## config.mk

```make
export PLATFORM = sky130hd
export DESIGN_NAME = spi_eeprom_command_protect
export DESIGN_NICKNAME = d
export VERILOG_FILES = /design/src/logic/spi_prot_pkg.sv /design/src/logic/spi_eeprom_command_protect.sv /design/src/logic/spi_prot_fifo.sv
export SDC_FILE = /design/constraint.sdc
export NUM_CORES = 1
export LEC_CHECK = 0
export ABC_CLOCK_PERIOD_IN_PS = 4200
export BUFFER_PORTS_ARGS = -buffer_cell sky130_fd_sc_hd__buf_4
export CAP_MARGIN = 20
export CELL_PAD_IN_SITES_DETAIL_PLACEMENT = 0
export CELL_PAD_IN_SITES_GLOBAL_PLACEMENT = 2
export CORE_ASPECT_RATIO = 1.25
export CORE_MARGIN = 3
export CORE_UTILIZATION = 42
export DETAILED_ROUTE_END_ITERATION = 10
export GPL_ROUTABILITY_DRIVEN = 0
export HOLD_SLACK_MARGIN = 0.02
export PLACE_DENSITY_LB_ADDON = 0.1
export REMOVE_ABC_BUFFERS = 1
export SETUP_SLACK_MARGIN = 0.3
export SLEW_MARGIN = 20
export SYNTH_ARGS = -nofsm -noshare
export SYNTH_HDL_FRONTEND = slang
export SYNTH_SLANG_ARGS = --single-unit
```

## constraint.sdc

```tcl
create_clock -name sys_clk -period 4.2 [get_ports sys_clk]
set_input_delay 1.05 -clock sys_clk [delete_from_list [all_inputs] [get_ports sys_clk]]
set_output_delay 1.05 -clock sys_clk [all_outputs]
set_load 0.01 [all_outputs]
```

## src/logic/spi_prot_pkg.sv

```systemverilog
// Constants and types for the SPI EEPROM command and protection block
// Contract
// - Writes and status writes run only if clock pulse count is a multiple of eight.
// - Every modifying command needs the write latch set first by its own command.
// - Select must rise after the last command bit's edge, before the next.
// - Last bit is opcode or data byte bit eight; reads are exempt.
// - Protect code 00 none, 01 6000h up, 10 4000h up, 11 everything.
// - Commands start with an eight-bit opcode from the fixed set.
// - Unknown opcode deselects internally until the next select assertion.
// - Id variant 1000 0011 reads id page or lock status by bit A10.
// - Id variant 1000 0010 writes id page or locks it by bit A10.
// - Only address bits 14 down to 0 are decoded.
// - Write latch sets only after set-latch opcode and select rising.
// - Write latch clears on reset, clear command, status write, array write.
// - Status read is accepted at any time, even during a write cycle.
// - Status byte repeats while select stays low after a status read.
// - Busy bit reads one during a write cycle, zero otherwise.
// - Write latch clear rejects array writes and status writes.
// - Protect bits are kept, changed only by status write outside lock mode.
// - Array writes into the protected range are rejected.
// - Lock bit set with protect pin low enters hardware lock mode.
// - Status byte: lock, three zeros, protect hi, protect lo, latch, busy.
// - MSB first; sample on rising clock edge, drive on falling edge.
// - Reset clears latch and busy, keeps protect bits, deselects; here reset loads NV_RESET into the protect and lock bits.
// - After reset no selection until a falling select edge is seen.
package spi_prot_pkg;
  localparam logic [7:0] OP_SET_LATCH = 8'h06;
  localparam logic [7:0] OP_CLR_LATCH = 8'h04;
  localparam logic [7:0] OP_STAT_READ = 8'h05;
  localparam logic [7:0] OP_STAT_WRITE = 8'h01;
  localparam logic [7:0] OP_ARRAY_READ = 8'h03;
  localparam logic [7:0] OP_ARRAY_WRITE = 8'h02;
  localparam logic [7:0] OP_ID_READ = 8'h83;
  localparam logic [7:0] OP_ID_WRITE = 8'h82;
  localparam int ID_SEL_POS = 10;
  localparam int ADDR_BITS = 15;
  localparam logic [14:0] RANGE_QUARTER = 15'h6000;
  localparam logic [14:0] RANGE_HALF = 15'h4000;
  localparam int STAT_LOCK_POS = 7;
  localparam int STAT_BP_HI_POS = 3;
  localparam int STAT_BP_LO_POS = 2;
  localparam int STAT_LATCH_POS = 1;
  localparam int STAT_BUSY_POS = 0;
  localparam logic [2:0] NV_RESET = 3'h0;
  localparam int WRITE_TIME_US = 5;
  localparam int CLK_MHZ = 25;
  localparam int WRITE_CYCLES = WRITE_TIME_US * CLK_MHZ;
  localparam int FIFO_DEPTH = 4;
  typedef enum logic [2:0] {
    ST_IDLE = 3'b000,
    ST_OPCODE = 3'b001,
    ST_ADDR = 3'b011,
    ST_DATA = 3'b010,
    ST_DEAD = 3'b110
  } phase_e;
endpackage

```

## src/logic/spi_eeprom_command_protect.sv

```systemverilog
// SPI EEPROM command decoder, status register and write protection
`timescale 1ns/100ps
module spi_eeprom_command_protect
  import spi_prot_pkg::*;
#(
  parameter bit ID_VARIANT = 1'b1
) (
  input wire logic sys_clk,
  input wire logic sys_rst,
  input wire logic select_n,
  input wire logic serial_clk,
  input wire logic data_in,
  input wire logic write_protect_n,
  output logic data_out,
  output logic data_out_en,
  output logic [7:0] status_out,
  output logic hardware_lock_mode,
  output logic array_write_go,
  output logic [14:0] array_write_addr,
  output logic id_lock_go,
  output logic [7:0] wdata,
  output logic wdata_valid,
  input wire logic wdata_ready,
  output logic array_read_start,
  output logic id_page_read_start,
  output logic lock_status_read_start
);
  // Synchronisers, first stage read only by second
  logic [1:0] sel_sync;
  logic [1:0] sck_sync;
  logic [1:0] din_sync;
  logic [1:0] wp_sync;
  logic sel_q;
  logic sck_q;
  always_ff @(posedge sys_clk)
  begin
    if (sys_rst)
    begin
      sel_sync <= 2'h3;
      sck_sync <= 2'h0;
      din_sync <= 2'h0;
      wp_sync <= 2'h3;
      sel_q <= 1'b1;
      sck_q <= 1'b0;
    end
    else
    begin
      sel_sync <= {sel_sync[0], select_n};
      sck_sync <= {sck_sync[0], serial_clk};
      din_sync <= {din_sync[0], data_in};
      wp_sync <= {wp_sync[0], write_protect_n};
      sel_q <= sel_sync[1];
      sck_q <= sck_sync[1];
    end
  end

  logic sel_fall;
  logic sel_rise;
  logic sck_rise;
  logic sck_fall;
  logic selected;
  assign sel_fall = sel_q && !sel_sync[1];
  assign sel_rise = !sel_q && sel_sync[1];
  assign sck_rise = !sck_q && sck_sync[1] && !sel_sync[1];
  assign sck_fall = sck_q && !sck_sync[1] && !sel_sync[1];

  // Status bits
  logic [2:0] nv_bits; // lock, protect hi, protect lo
  logic write_latch_bit;
  logic cycle_busy_bit;
  logic [7:0] status_byte;
  assign status_byte = {nv_bits[2], 3'h0, nv_bits[1:0],
                        write_latch_bit, cycle_busy_bit};

  // Protected-range check for a given address
  function automatic logic in_protected(input logic [1:0] bp,
                                        input logic [14:0] a);
    unique case (bp)
      2'b00: in_protected = 1'b0;
      2'b01: in_protected = a >= RANGE_QUARTER;
      2'b10: in_protected = a >= RANGE_HALF;
      2'b11: in_protected = 1'b1;
    endcase
  endfunction

  // Frame state
  phase_e phase;
  logic armed; // seen a select fall since reset
  logic [7:0] shift_in;
  logic [2:0] bit_cnt;
  logic [7:0] opcode;
  logic [3:0] addr_cnt;
  logic [15:0] addr;
  logic [7:0] stat_new;
  logic data_bytes;
  logic byte_aligned;
  logic [7:0] shift_out;
  logic reading;
  logic [7:0] full_byte;
  assign full_byte = {shift_in[6:0], din_sync[1]};
  assign selected = armed && !sel_sync[1];

  // Arm after first select fall
  always_ff @(posedge sys_clk)
  begin
    if (sys_rst)
    begin
      armed <= 1'b0;
    end
    else if (sel_fall)
    begin
      armed <= 1'b1;
    end
  end

  // Opcode and address shifting, MSB first on rising clock
  always_ff @(posedge sys_clk)
  begin
    if (sys_rst || sel_fall)
    begin
      phase <= ST_OPCODE;
      bit_cnt <= 3'h0;
      shift_in <= 8'h00;
      opcode <= 8'h00;
      addr_cnt <= 4'h0;
      addr <= 16'h0000;
      data_bytes <= 1'b0;
      byte_aligned <= 1'b1;
      stat_new <= 8'h00;
      if (sys_rst)
      begin
        phase <= ST_IDLE;
      end
    end
    else if (selected && sck_rise && phase != ST_IDLE && phase != ST_DEAD)
    begin
      shift_in <= full_byte;
      bit_cnt <= bit_cnt + 3'h1;
      byte_aligned <= bit_cnt == 3'h7;
      if (phase == ST_ADDR)
      begin
        addr <= {addr[14:0], din_sync[1]};
        addr_cnt <= addr_cnt + 4'h1;
        if (addr_cnt == 4'hf)
        begin
          phase <= ST_DATA;
        end
      end
      if (bit_cnt == 3'h7)
      begin
        if (phase == ST_OPCODE)
        begin
          opcode <= full_byte;
          unique case (full_byte)
            OP_SET_LATCH, OP_CLR_LATCH, OP_STAT_READ: phase <= ST_DATA;
            OP_STAT_WRITE: phase <= ST_DATA;
            OP_ARRAY_READ, OP_ARRAY_WRITE: phase <= ST_ADDR;
            OP_ID_READ, OP_ID_WRITE:
              phase <= ID_VARIANT ? ST_ADDR : ST_DEAD;
            default: phase <= ST_DEAD;
          endcase
        end
        else if (phase == ST_DATA)
        begin
          data_bytes <= 1'b1;
          if (!data_bytes)
          begin
            stat_new <= full_byte;
          end
        end
      end
    end
  end

  // Read output shifter, changes on falling clock
  always_ff @(posedge sys_clk)
  begin
    if (sys_rst || !selected || phase == ST_DEAD)
    begin
      reading <= 1'b0;
      shift_out <= 8'h00;
      data_out <= 1'b0;
      data_out_en <= 1'b0;
    end
    else if (sck_fall && phase == ST_DATA && opcode == OP_STAT_READ
             && bit_cnt == 3'h0)
    begin
      reading <= 1'b1;
      shift_out <= {status_byte[6:0], 1'b0};
      data_out <= status_byte[7];
      data_out_en <= 1'b1;
    end
    else if (sck_fall && reading)
    begin
      shift_out <= {shift_out[6:0], 1'b0};
      data_out <= shift_out[7];
    end
  end

  // Execution conditions at select rising
  logic frame_ok;
  logic wr_addr_prot;
  assign frame_ok = armed && byte_aligned && phase == ST_DATA;
  assign wr_addr_prot = in_protected(nv_bits[1:0],
                                     addr[ADDR_BITS-1:0]);
  logic exec_set;
  logic exec_clr;
  logic exec_stat;
  logic exec_arr;
  logic exec_lock;
  assign exec_set = sel_rise && frame_ok && !data_bytes
                    && opcode == OP_SET_LATCH;
  assign exec_clr = sel_rise && frame_ok && !data_bytes
                    && opcode == OP_CLR_LATCH;
  assign exec_stat = sel_rise && frame_ok && data_bytes && !cycle_busy_bit
                     && opcode == OP_STAT_WRITE && write_latch_bit
                     && !hardware_lock_mode;
  assign exec_arr = sel_rise && frame_ok && data_bytes && !cycle_busy_bit
                    && write_latch_bit
                    && ((opcode == OP_ARRAY_WRITE && !wr_addr_prot)
                    || (opcode == OP_ID_WRITE && !addr[ID_SEL_POS]));
  assign exec_lock = sel_rise && frame_ok && data_bytes && !cycle_busy_bit
                     && write_latch_bit && opcode == OP_ID_WRITE
                     && addr[ID_SEL_POS];

  // Hardware lock mode from lock bit and protect pin
  always_ff @(posedge sys_clk)
  begin
    if (sys_rst)
    begin
      hardware_lock_mode <= 1'b0;
    end
    else
    begin
      hardware_lock_mode <= nv_bits[2] && !wp_sync[1];
    end
  end

  // Self-timed write cycle and busy bit
  logic [15:0] cyc_cnt;
  logic stat_pending;
  always_ff @(posedge sys_clk)
  begin
    if (sys_rst)
    begin
      cycle_busy_bit <= 1'b0;
      cyc_cnt <= 16'h0000;
      stat_pending <= 1'b0;
    end
    else if (exec_stat || exec_arr || exec_lock)
    begin
      cycle_busy_bit <= 1'b1;
      cyc_cnt <= 16'(WRITE_CYCLES - 1);
      stat_pending <= exec_stat;
    end
    else if (cycle_busy_bit)
    begin
      if (cyc_cnt == 16'h0000)
      begin
        cycle_busy_bit <= 1'b0;
        stat_pending <= 1'b0;
      end
      else
      begin
        cyc_cnt <= cyc_cnt - 16'h0001;
      end
    end
  end

  // Non-volatile protect bits, updated at end of status write cycle
  always_ff @(posedge sys_clk)
  begin
    if (sys_rst)
    begin
      nv_bits <= NV_RESET; // models stored value at first power-up
    end
    else if (stat_pending && cycle_busy_bit && cyc_cnt == 16'h0000)
    begin
      nv_bits <= {stat_new[STAT_LOCK_POS], stat_new[STAT_BP_HI_POS],
                  stat_new[STAT_BP_LO_POS]};
    end
  end

  // Write latch
  always_ff @(posedge sys_clk)
  begin
    if (sys_rst)
    begin
      write_latch_bit <= 1'b0;
    end
    else if (exec_set)
    begin
      write_latch_bit <= 1'b1;
    end
    else if (exec_clr || (cycle_busy_bit && cyc_cnt == 16'h0000))
    begin
      write_latch_bit <= 1'b0;
    end
  end

  // Data bytes of array and id writes go to the array path through the FIFO
  logic byte_push;
  logic f_valid;
  logic [7:0] f_data;
  assign byte_push = selected && sck_rise && phase == ST_DATA
                     && bit_cnt == 3'h7 && (opcode == OP_ARRAY_WRITE
                     || opcode == OP_ID_WRITE);
  spi_prot_fifo #(.WIDTH(8), .DEPTH(FIFO_DEPTH)) data_fifo (
    .clk(sys_clk),
    .rst(sys_rst),
    .in_valid(byte_push),
    .in_ready(),
    .in_data(full_byte),
    .out_valid(f_valid),
    .out_ready(wdata_ready && !wdata_valid),
    .out_data(f_data)
  );

  // Registered outputs
  always_ff @(posedge sys_clk)
  begin
    if (sys_rst)
    begin
      status_out <= 8'h00;
      array_write_go <= 1'b0;
      array_write_addr <= 15'h0000;
      id_lock_go <= 1'b0;
      wdata <= 8'h00;
      wdata_valid <= 1'b0;
      array_read_start <= 1'b0;
      id_page_read_start <= 1'b0;
      lock_status_read_start <= 1'b0;
    end
    else
    begin
      status_out <= status_byte;
      array_write_go <= exec_arr;
      array_write_addr <= addr[ADDR_BITS-1:0];
      id_lock_go <= exec_lock;
      wdata_valid <= f_valid && wdata_ready && !wdata_valid;
      if (f_valid && wdata_ready && !wdata_valid)
      begin
        wdata <= f_data;
      end
      array_read_start <= selected && sck_rise && phase == ST_ADDR
                          && addr_cnt == 4'hf && opcode == OP_ARRAY_READ
                          && !cycle_busy_bit;
      id_page_read_start <= selected && sck_rise && phase == ST_ADDR
                            && addr_cnt == 4'hf && opcode == OP_ID_READ
                            && !addr[ID_SEL_POS - 1];
      lock_status_read_start <= selected && sck_rise && phase == ST_ADDR
                                && addr_cnt == 4'hf && opcode == OP_ID_READ
                                && addr[ID_SEL_POS - 1];
    end
  end
endmodule

```

## src/logic/spi_prot_fifo.sv

```systemverilog
// Small valid/ready FIFO for received data bytes
`timescale 1ns/100ps
module spi_prot_fifo #(
  parameter int WIDTH = 8,
  parameter int DEPTH = 4
) (
  input wire logic clk,
  input wire logic rst,
  input wire logic in_valid,
  output logic in_ready,
  input wire logic [WIDTH-1:0] in_data,
  output logic out_valid,
  input wire logic out_ready,
  output logic [WIDTH-1:0] out_data
);
  localparam int AW = $clog2(DEPTH);
  logic [WIDTH-1:0] mem [DEPTH];
  logic [AW:0] wr_ptr;
  logic [AW:0] rd_ptr;
  logic push;
  logic pop;

  // Handshake and flags
  assign push = in_valid && in_ready;
  assign pop = out_valid && out_ready;
  assign in_ready = (wr_ptr - rd_ptr) != (AW+1)'(DEPTH);
  assign out_valid = wr_ptr != rd_ptr;
  assign out_data = mem[rd_ptr[AW-1:0]];

  // Storage
  always_ff @(posedge clk)
  begin
    if (push)
    begin
      mem[wr_ptr[AW-1:0]] <= in_data;
    end
  end

  // Pointers
  always_ff @(posedge clk)
  begin
    if (rst)
    begin
      wr_ptr <= '0;
      rd_ptr <= '0;
    end
    else
    begin
      if (push)
      begin
        wr_ptr <= wr_ptr + 1'b1;
      end
      if (pop)
      begin
        rd_ptr <= rd_ptr + 1'b1;
      end
    end
  end
endmodule

```

# After elaboration in Yosys (flattened, before gate mapping)
# Memories as Yosys holds them, arrays and structs flattened. A register that Yosys moved wholly into a read port is not among the register bits.
# Index checks and enable logic that the tools add are counted.
[classes] eq_ne=29 bitwise=3 addsub=6 mux=26 n_lt_le_gt_ge=2 reduce_logical=91
[ops] operator="logical AND 1 bit" n=50
[ops] operator="== test 8 x 3 -> 1 bit, second input constant" n=6
[ops] operator="== test 8 x 2 -> 1 bit, second input constant" n=4
[ops] operator="== test 8 bit, second input constant" n=4
[ops] operator="greater-or-equal comparator 15 bit, second input constant" n=2
[ops] operator="2-to-1 mux 7 bit" n=3
[ops] operator="2-to-1 mux 3 bit" n=6
[ops] operator="== test 8 x 1 -> 1 bit, second input constant" n=2
[ops] operator="logical NOT 16 bit" n=1
[ops] operator="subtractor 16 x 1 -> 16 bit, second input constant" n=1
[ops] operator="logical NOT 1 bit" n=13
[ops] operator="2-to-1 mux 1 bit" n=13
[ops] operator="2-to-1 mux 5 bit" n=2
[ops] operator="nonzero test 2 bit" n=5
[ops] operator="adder 3 x 1 -> 3 bit, second input constant" n=3
[ops] operator="logical OR 1 bit" n=8
[ops] operator="AND reduction 2 bit" n=4
[ops] operator="OR reduction 4 bit" n=2
[ops] operator="== test 3 x 2 -> 1 bit, second input constant" n=2
[ops] operator="== test 3 bit, second input constant" n=2
[ops] operator="inequality test 3 bit, second input constant" n=2
[ops] operator="case mux 3 bit (2 select lines)" n=1
[ops] operator="AND reduction 5 bit" n=1
[ops] operator="adder 4 x 1 -> 4 bit, second input constant" n=1
[ops] operator="15 further kinds" n=19
[totals] reg_bits=128 memories=1 mem_bits_rw=32 inputBits=7 word_cells=196
[memory_table] memory="data_fifo.mem" depth=4 width=8 read_ports=1 rd_clocked_by_memory_dff=1 wr=1 line_no="spi_prot_fifo.sv:17" text="logic [WIDTH-1:0] mem [DEPTH];"

# Longest topological paths before layout
[logic_depth] word_depth=12 mapped_depth=8 ltp_nobuf=7

# By module
# Synthesis repeated with hierarchy kept, for this count alone.
[unflattened] hier_cells=594 area_unflattened_um2=6294.8
[by_module_without_submodules] mod="spi_eeprom_command_protect" n_inst=1 cells_per_inst=501 area_each_um2=4654.5
[by_module_without_submodules] mod="spi_prot_fifo" n_inst=1 cells_per_inst=93 area_each_um2=1640.3

# Least setup slack after synthesis
# OpenSTA, ideal clock, no wires.
[synth_timing] path_type="input to register" from="in sys_rst" to="reg phase[1], data pin" stages=5 slack_ns=1.899 n_path_buf=2 t_arrival_ns=2.035 t_required_ns=3.934 setup_time_ns=0.266 cell_sequence="clkbuf_1 clkinv_1 nand2_1 clkbuf_1 nor2_1"
[synth_between] elab_chain_len=2
[synth_lines] item="start: declaration" line_no="spi_eeprom_command_protect.sv:9" text="input wire logic sys_rst,"
[synth_lines] item="logical OR 1 bit" line_no="spi_eeprom_command_protect.sv:119" text="if (sys_rst || sel_fall)"
[synth_lines] item="2-to-1 mux 3 bit" line_no="spi_eeprom_command_protect.sv:119"
[synth_lines] item="end signal: assignment" line_no="spi_eeprom_command_protect.sv:159" text="phase <= ID_VARIANT ? ST_ADDR : ST_DEAD;"
[synth_lines] item="end: declaration" line_no="spi_eeprom_command_protect.sv:87" text="phase_e phase;"
# Every way passes these cells.
# A chain may end at the register's enable or synchronous reset.

# Final worst setup path
[layout_timing] from="reg sel_sync[1]" to="reg array_read_start"
[layout_between] elab_chain_len=7 word_cells_on_any_way=8 classes_between="8 x reduce/logical"
[layout_lines] item="start: declaration" line_no="spi_eeprom_command_protect.sv:29" text="logic [1:0] sel_sync;"
[layout_lines] item="start signal: assignment" line_no="spi_eeprom_command_protect.sv:48" text="sel_sync <= {sel_sync[0], select_n};"
[layout_lines] item="logical NOT 1 bit (*)" line_no="spi_eeprom_command_protect.sv:64, spi_eeprom_command_protect.sv:101"
[layout_lines] item="logical AND 1 bit, on equally long branches" line_no="spi_eeprom_command_protect.sv:101, spi_eeprom_command_protect.sv:64"
[layout_lines] item="logical AND 1 bit (*) (2 in series)" line_no="spi_eeprom_command_protect.sv:345" text="array_read_start <= selected && sck_rise && phase == ST_ADDR"
[layout_lines] item="logical AND 1 bit (*) (2 in series)" line_no="spi_eeprom_command_protect.sv:346" text="&& addr_cnt == 4'hf && opcode == OP_ARRAY_READ"
[layout_lines] item="logical AND 1 bit (*)" line_no="spi_eeprom_command_protect.sv:347" text="&& !cycle_busy_bit;"
[layout_lines] item="end signal: assignment" line_no="spi_eeprom_command_protect.sv:345"
[layout_lines] item="end: declaration" line_no="spi_eeprom_command_protect.sv:24" text="output logic array_read_start,"
# Every way passes the cells marked *; elsewhere a longest branch is shown, timed or not.

==> flow_summary.toml <==
[sta]
slew_violations = 0
slew_headroom = 0.484
rsz0062_at_grt = "no"
max_freq_ghz = 0.394
tns_ns = 0
skew_ns = 0.00771
period_minus_slack_ns = 2.54
final_hold_viol_count = 0
setup_viol = 0
layout_worst_path_cycle_share = 0.605
tightest_slew_ns = 0.771

[synth]
synth_edf_count = 35
synth_seq_cells = 160
postSynthCellCount = 585
yosysUniqueCellTypes = 55
netlist_area_sq_um = 6260
yosys_warnings = 0
synth_top_flop_cell = "dfxtp_1"
synthArstFlopShare = 0
synth_area_per_cell_sq_um = 10.7
seq_area_frac_synth = 0.568

[clock_tree]
cts_tree = "built"
root_buffer = "clkbuf_16"
postCtsSetupBuffers = 0
ctsHoldBuffers = 0
ctsResizeCount = 0
htree_levels = 4
cts-buffers-inserted = 17
cts_sinks = 160
clk_latency_ns = 0.41
cts_buffer_depth = 2
path_clk_slew_ns = 0.06

[grt]
grt_max_degree = 63
grt_pass1_wl_um = 20200
overflow = 0
grt_pass1_vias = 4101
antenna_found_initial = 0
track_usage = 0.158

[setup_path]
start_kind = "register"
critPathMaxFanout = 17
crit_family = "simple AND/OR/NAND/NOR gates"
path_class = "register to register"
cp-end-kind = "register"
critical_path_depth = 4
arrival_ns = 2.87
critical_path_required_ns = 4.53
path_cells = "and4bb_2 -> nand3_1 -> nor4_1 -> nor3b_1"
r2r_cells = 4
cp_slowest_stage_delay_ns = 0.79
critPathBufInv = 0
slowest_stage = "nor4_1"

[die]
start_util = 0.433
core_area_sq_um = 14500
fp.dieH_um = 142
die_w_um = 115
placementRows = 49
ios = 47
dieArea_sq_um = 16400

[routing]
wire_per_inst_um = 15.0
dr.pass1.iters = 4
drt_iter0_drc = 218
vias = 4147
routed_wl_um = 12200
drc = 0
ant_nets = 0
vias_per_cell = 5.12

[pwr]
swShare = 0.198
vdd_drop_max_mv = 0.255
p_int_w = 0.00264
combPwrFrac = 0.013
p_seq_frac = 0.480
power_leakage_nw = 2.91
clockPowerShare = 0.507
power_density_nw_per_um2 = 450
switchingPower_w = 0.000653

[finish]
drive_above_1_share = 0.165
fin_nets = 638
utilization = 0.506
final_common_cell = "dfxtp_1"
fillers = 1349
layout-area-overhead-vs-synth_pct = 17.1
final_cell_mix = "dfxtp_1 (125), nor2_1 (83), nand2_1 (47)"
diodes = 0

[hold_path]
holdPathStages = 1
hold_class = "register to register"

[placed_design]
dp_hpwl_um = 8120
portBuffers = 43

[job]
max-cap-violations = 0

[run_status]
run_status = "finished clean"
[power by group through the flow]
stage | registers, W | logic [W] | clock network [W]
2_1_floorplan | 0.00161 | 0.0000229 | 0
3_3_place_gp | 0.00161 | 0.0000436 | 0
5_1_grt | 0.00158 | 0.0000496 | 0.00177
6_report | 0.00158 | 0.0000433 | 0.00167
3_5_place_dp | 0.00161 | 0.0000445 | 0
4_1_cts | 0.00158 | 0.0000445 | 0.00171
[cell type report]
cell class	instances	area (sq um)	share of cell area
inverter	16	60.1	0.00820
sequential	160	3550	0.485
clock inverter	14	213	0.0290
multi-input combinational	379	2510	0.343
clock buffer	18	429	0.0586
tap	178	223	0.0304
timing repair buffer	45	338	0.0461
[registers in the layout (all words and copies together), names as in the netlist, 3 cells and up]
name / flops
status_out: 5
phase: 3
bit_cnt: 3
addr_cnt: 4
nv_bits: 3
array_write_addr: 15
cyc_cnt: 16
stat_new: 3
data_fifo.wr_ptr: 3
shift_in: 7
shift_out: 7
data_fifo.rd_ptr: 3
wdata: 8
addr: 15
data_fifo.mem: 32
opcode: 8
[per-layer routing]
metal	part of all wire	vias to the layer above	track usage
met2	0.49	64	0.264
met4	0.019	0	0.0575
met1	0.46	1988	0.193
met5	0	-	0
met3	0.029	15	0.0464
li1	-	2080	-
[Yosys cell counts (3+ instances only)]
master      n  area share
nor3_1      6      0.0048
xor2_1     12       0.017
nor4_1      3      0.0030
mux2i_1    42       0.067
nand4b_1    4      0.0056
a21oi_1    27       0.022
nand2_1    47       0.028
ha_1       12       0.024
buf_2       6      0.0048
nor3b_1     3      0.0036
nand4_1    11       0.011
o211ai_1    4      0.0048
inv_1      15      0.0090
and2_2      4      0.0048
nand3_1    18       0.014
buf_4       4      0.0048
xnor2_1     7      0.0098
a211oi_1    5      0.0060
clkbuf_1   20       0.012
mux4_2      8       0.029
nand3b_1    4      0.0048
edfxtp_1   35        0.17
nor2_1     83       0.050
or2_2       6      0.0060
nor2b_1    31       0.031
dfxtp_1   125        0.40
and3_1      6      0.0060
o21ai_0     3      0.0024
[path summary, 6_finish.rpt]
check,endpoint,startpoint,slack (ns)
worst max-delay path,array_read_start$_SDFF_PP0_,sel_sync[1]$_SDFF_PP1_,1.66
worst min-delay path,hardware_lock_mode$_SDFF_PP0_,wp_sync[1]$_SDFF_PP1_,0.39
worst max register to register,array_read_start$_SDFF_PP0_,sel_sync[1]$_SDFF_PP1_,1.66
worst min register to register,hardware_lock_mode$_SDFF_PP0_,wp_sync[1]$_SDFF_PP1_,0.39
[kinds of logic after synthesis]
logic type,after synthesis,share of synthesized area
compound gates,53,0.0532
fa+ha+maj,12,0.0240
other cells,1,0.000599
flops,160,0.568
simple gates,242,0.200
mux,50,0.0960
xor+xnor,19,0.0266
buf+inv,48,0.0324
[metrics by stage]
step | area (sq um) | power, W | hold WS (ns) | setup slack (ns) | std cells
after global placement | 6680 | 0.00166 | 0.371 | 1.25 | 778
final | 7330 | 0.00329 | 0.392 | 1.66 | 810
after floorplan | 6120 | 0.00163 | 0.367 | 1.87 | 555
after global routing | 7330 | 0.00340 | 0.409 | 1.42 | 810
after detailed placement | 6680 | 0.00166 | 0.385 | 1.22 | 778
after CTS | 7330 | 0.00333 | 0.394 | 1.63 | 810
Note: power is estimated with default switching activity, not from simulation.
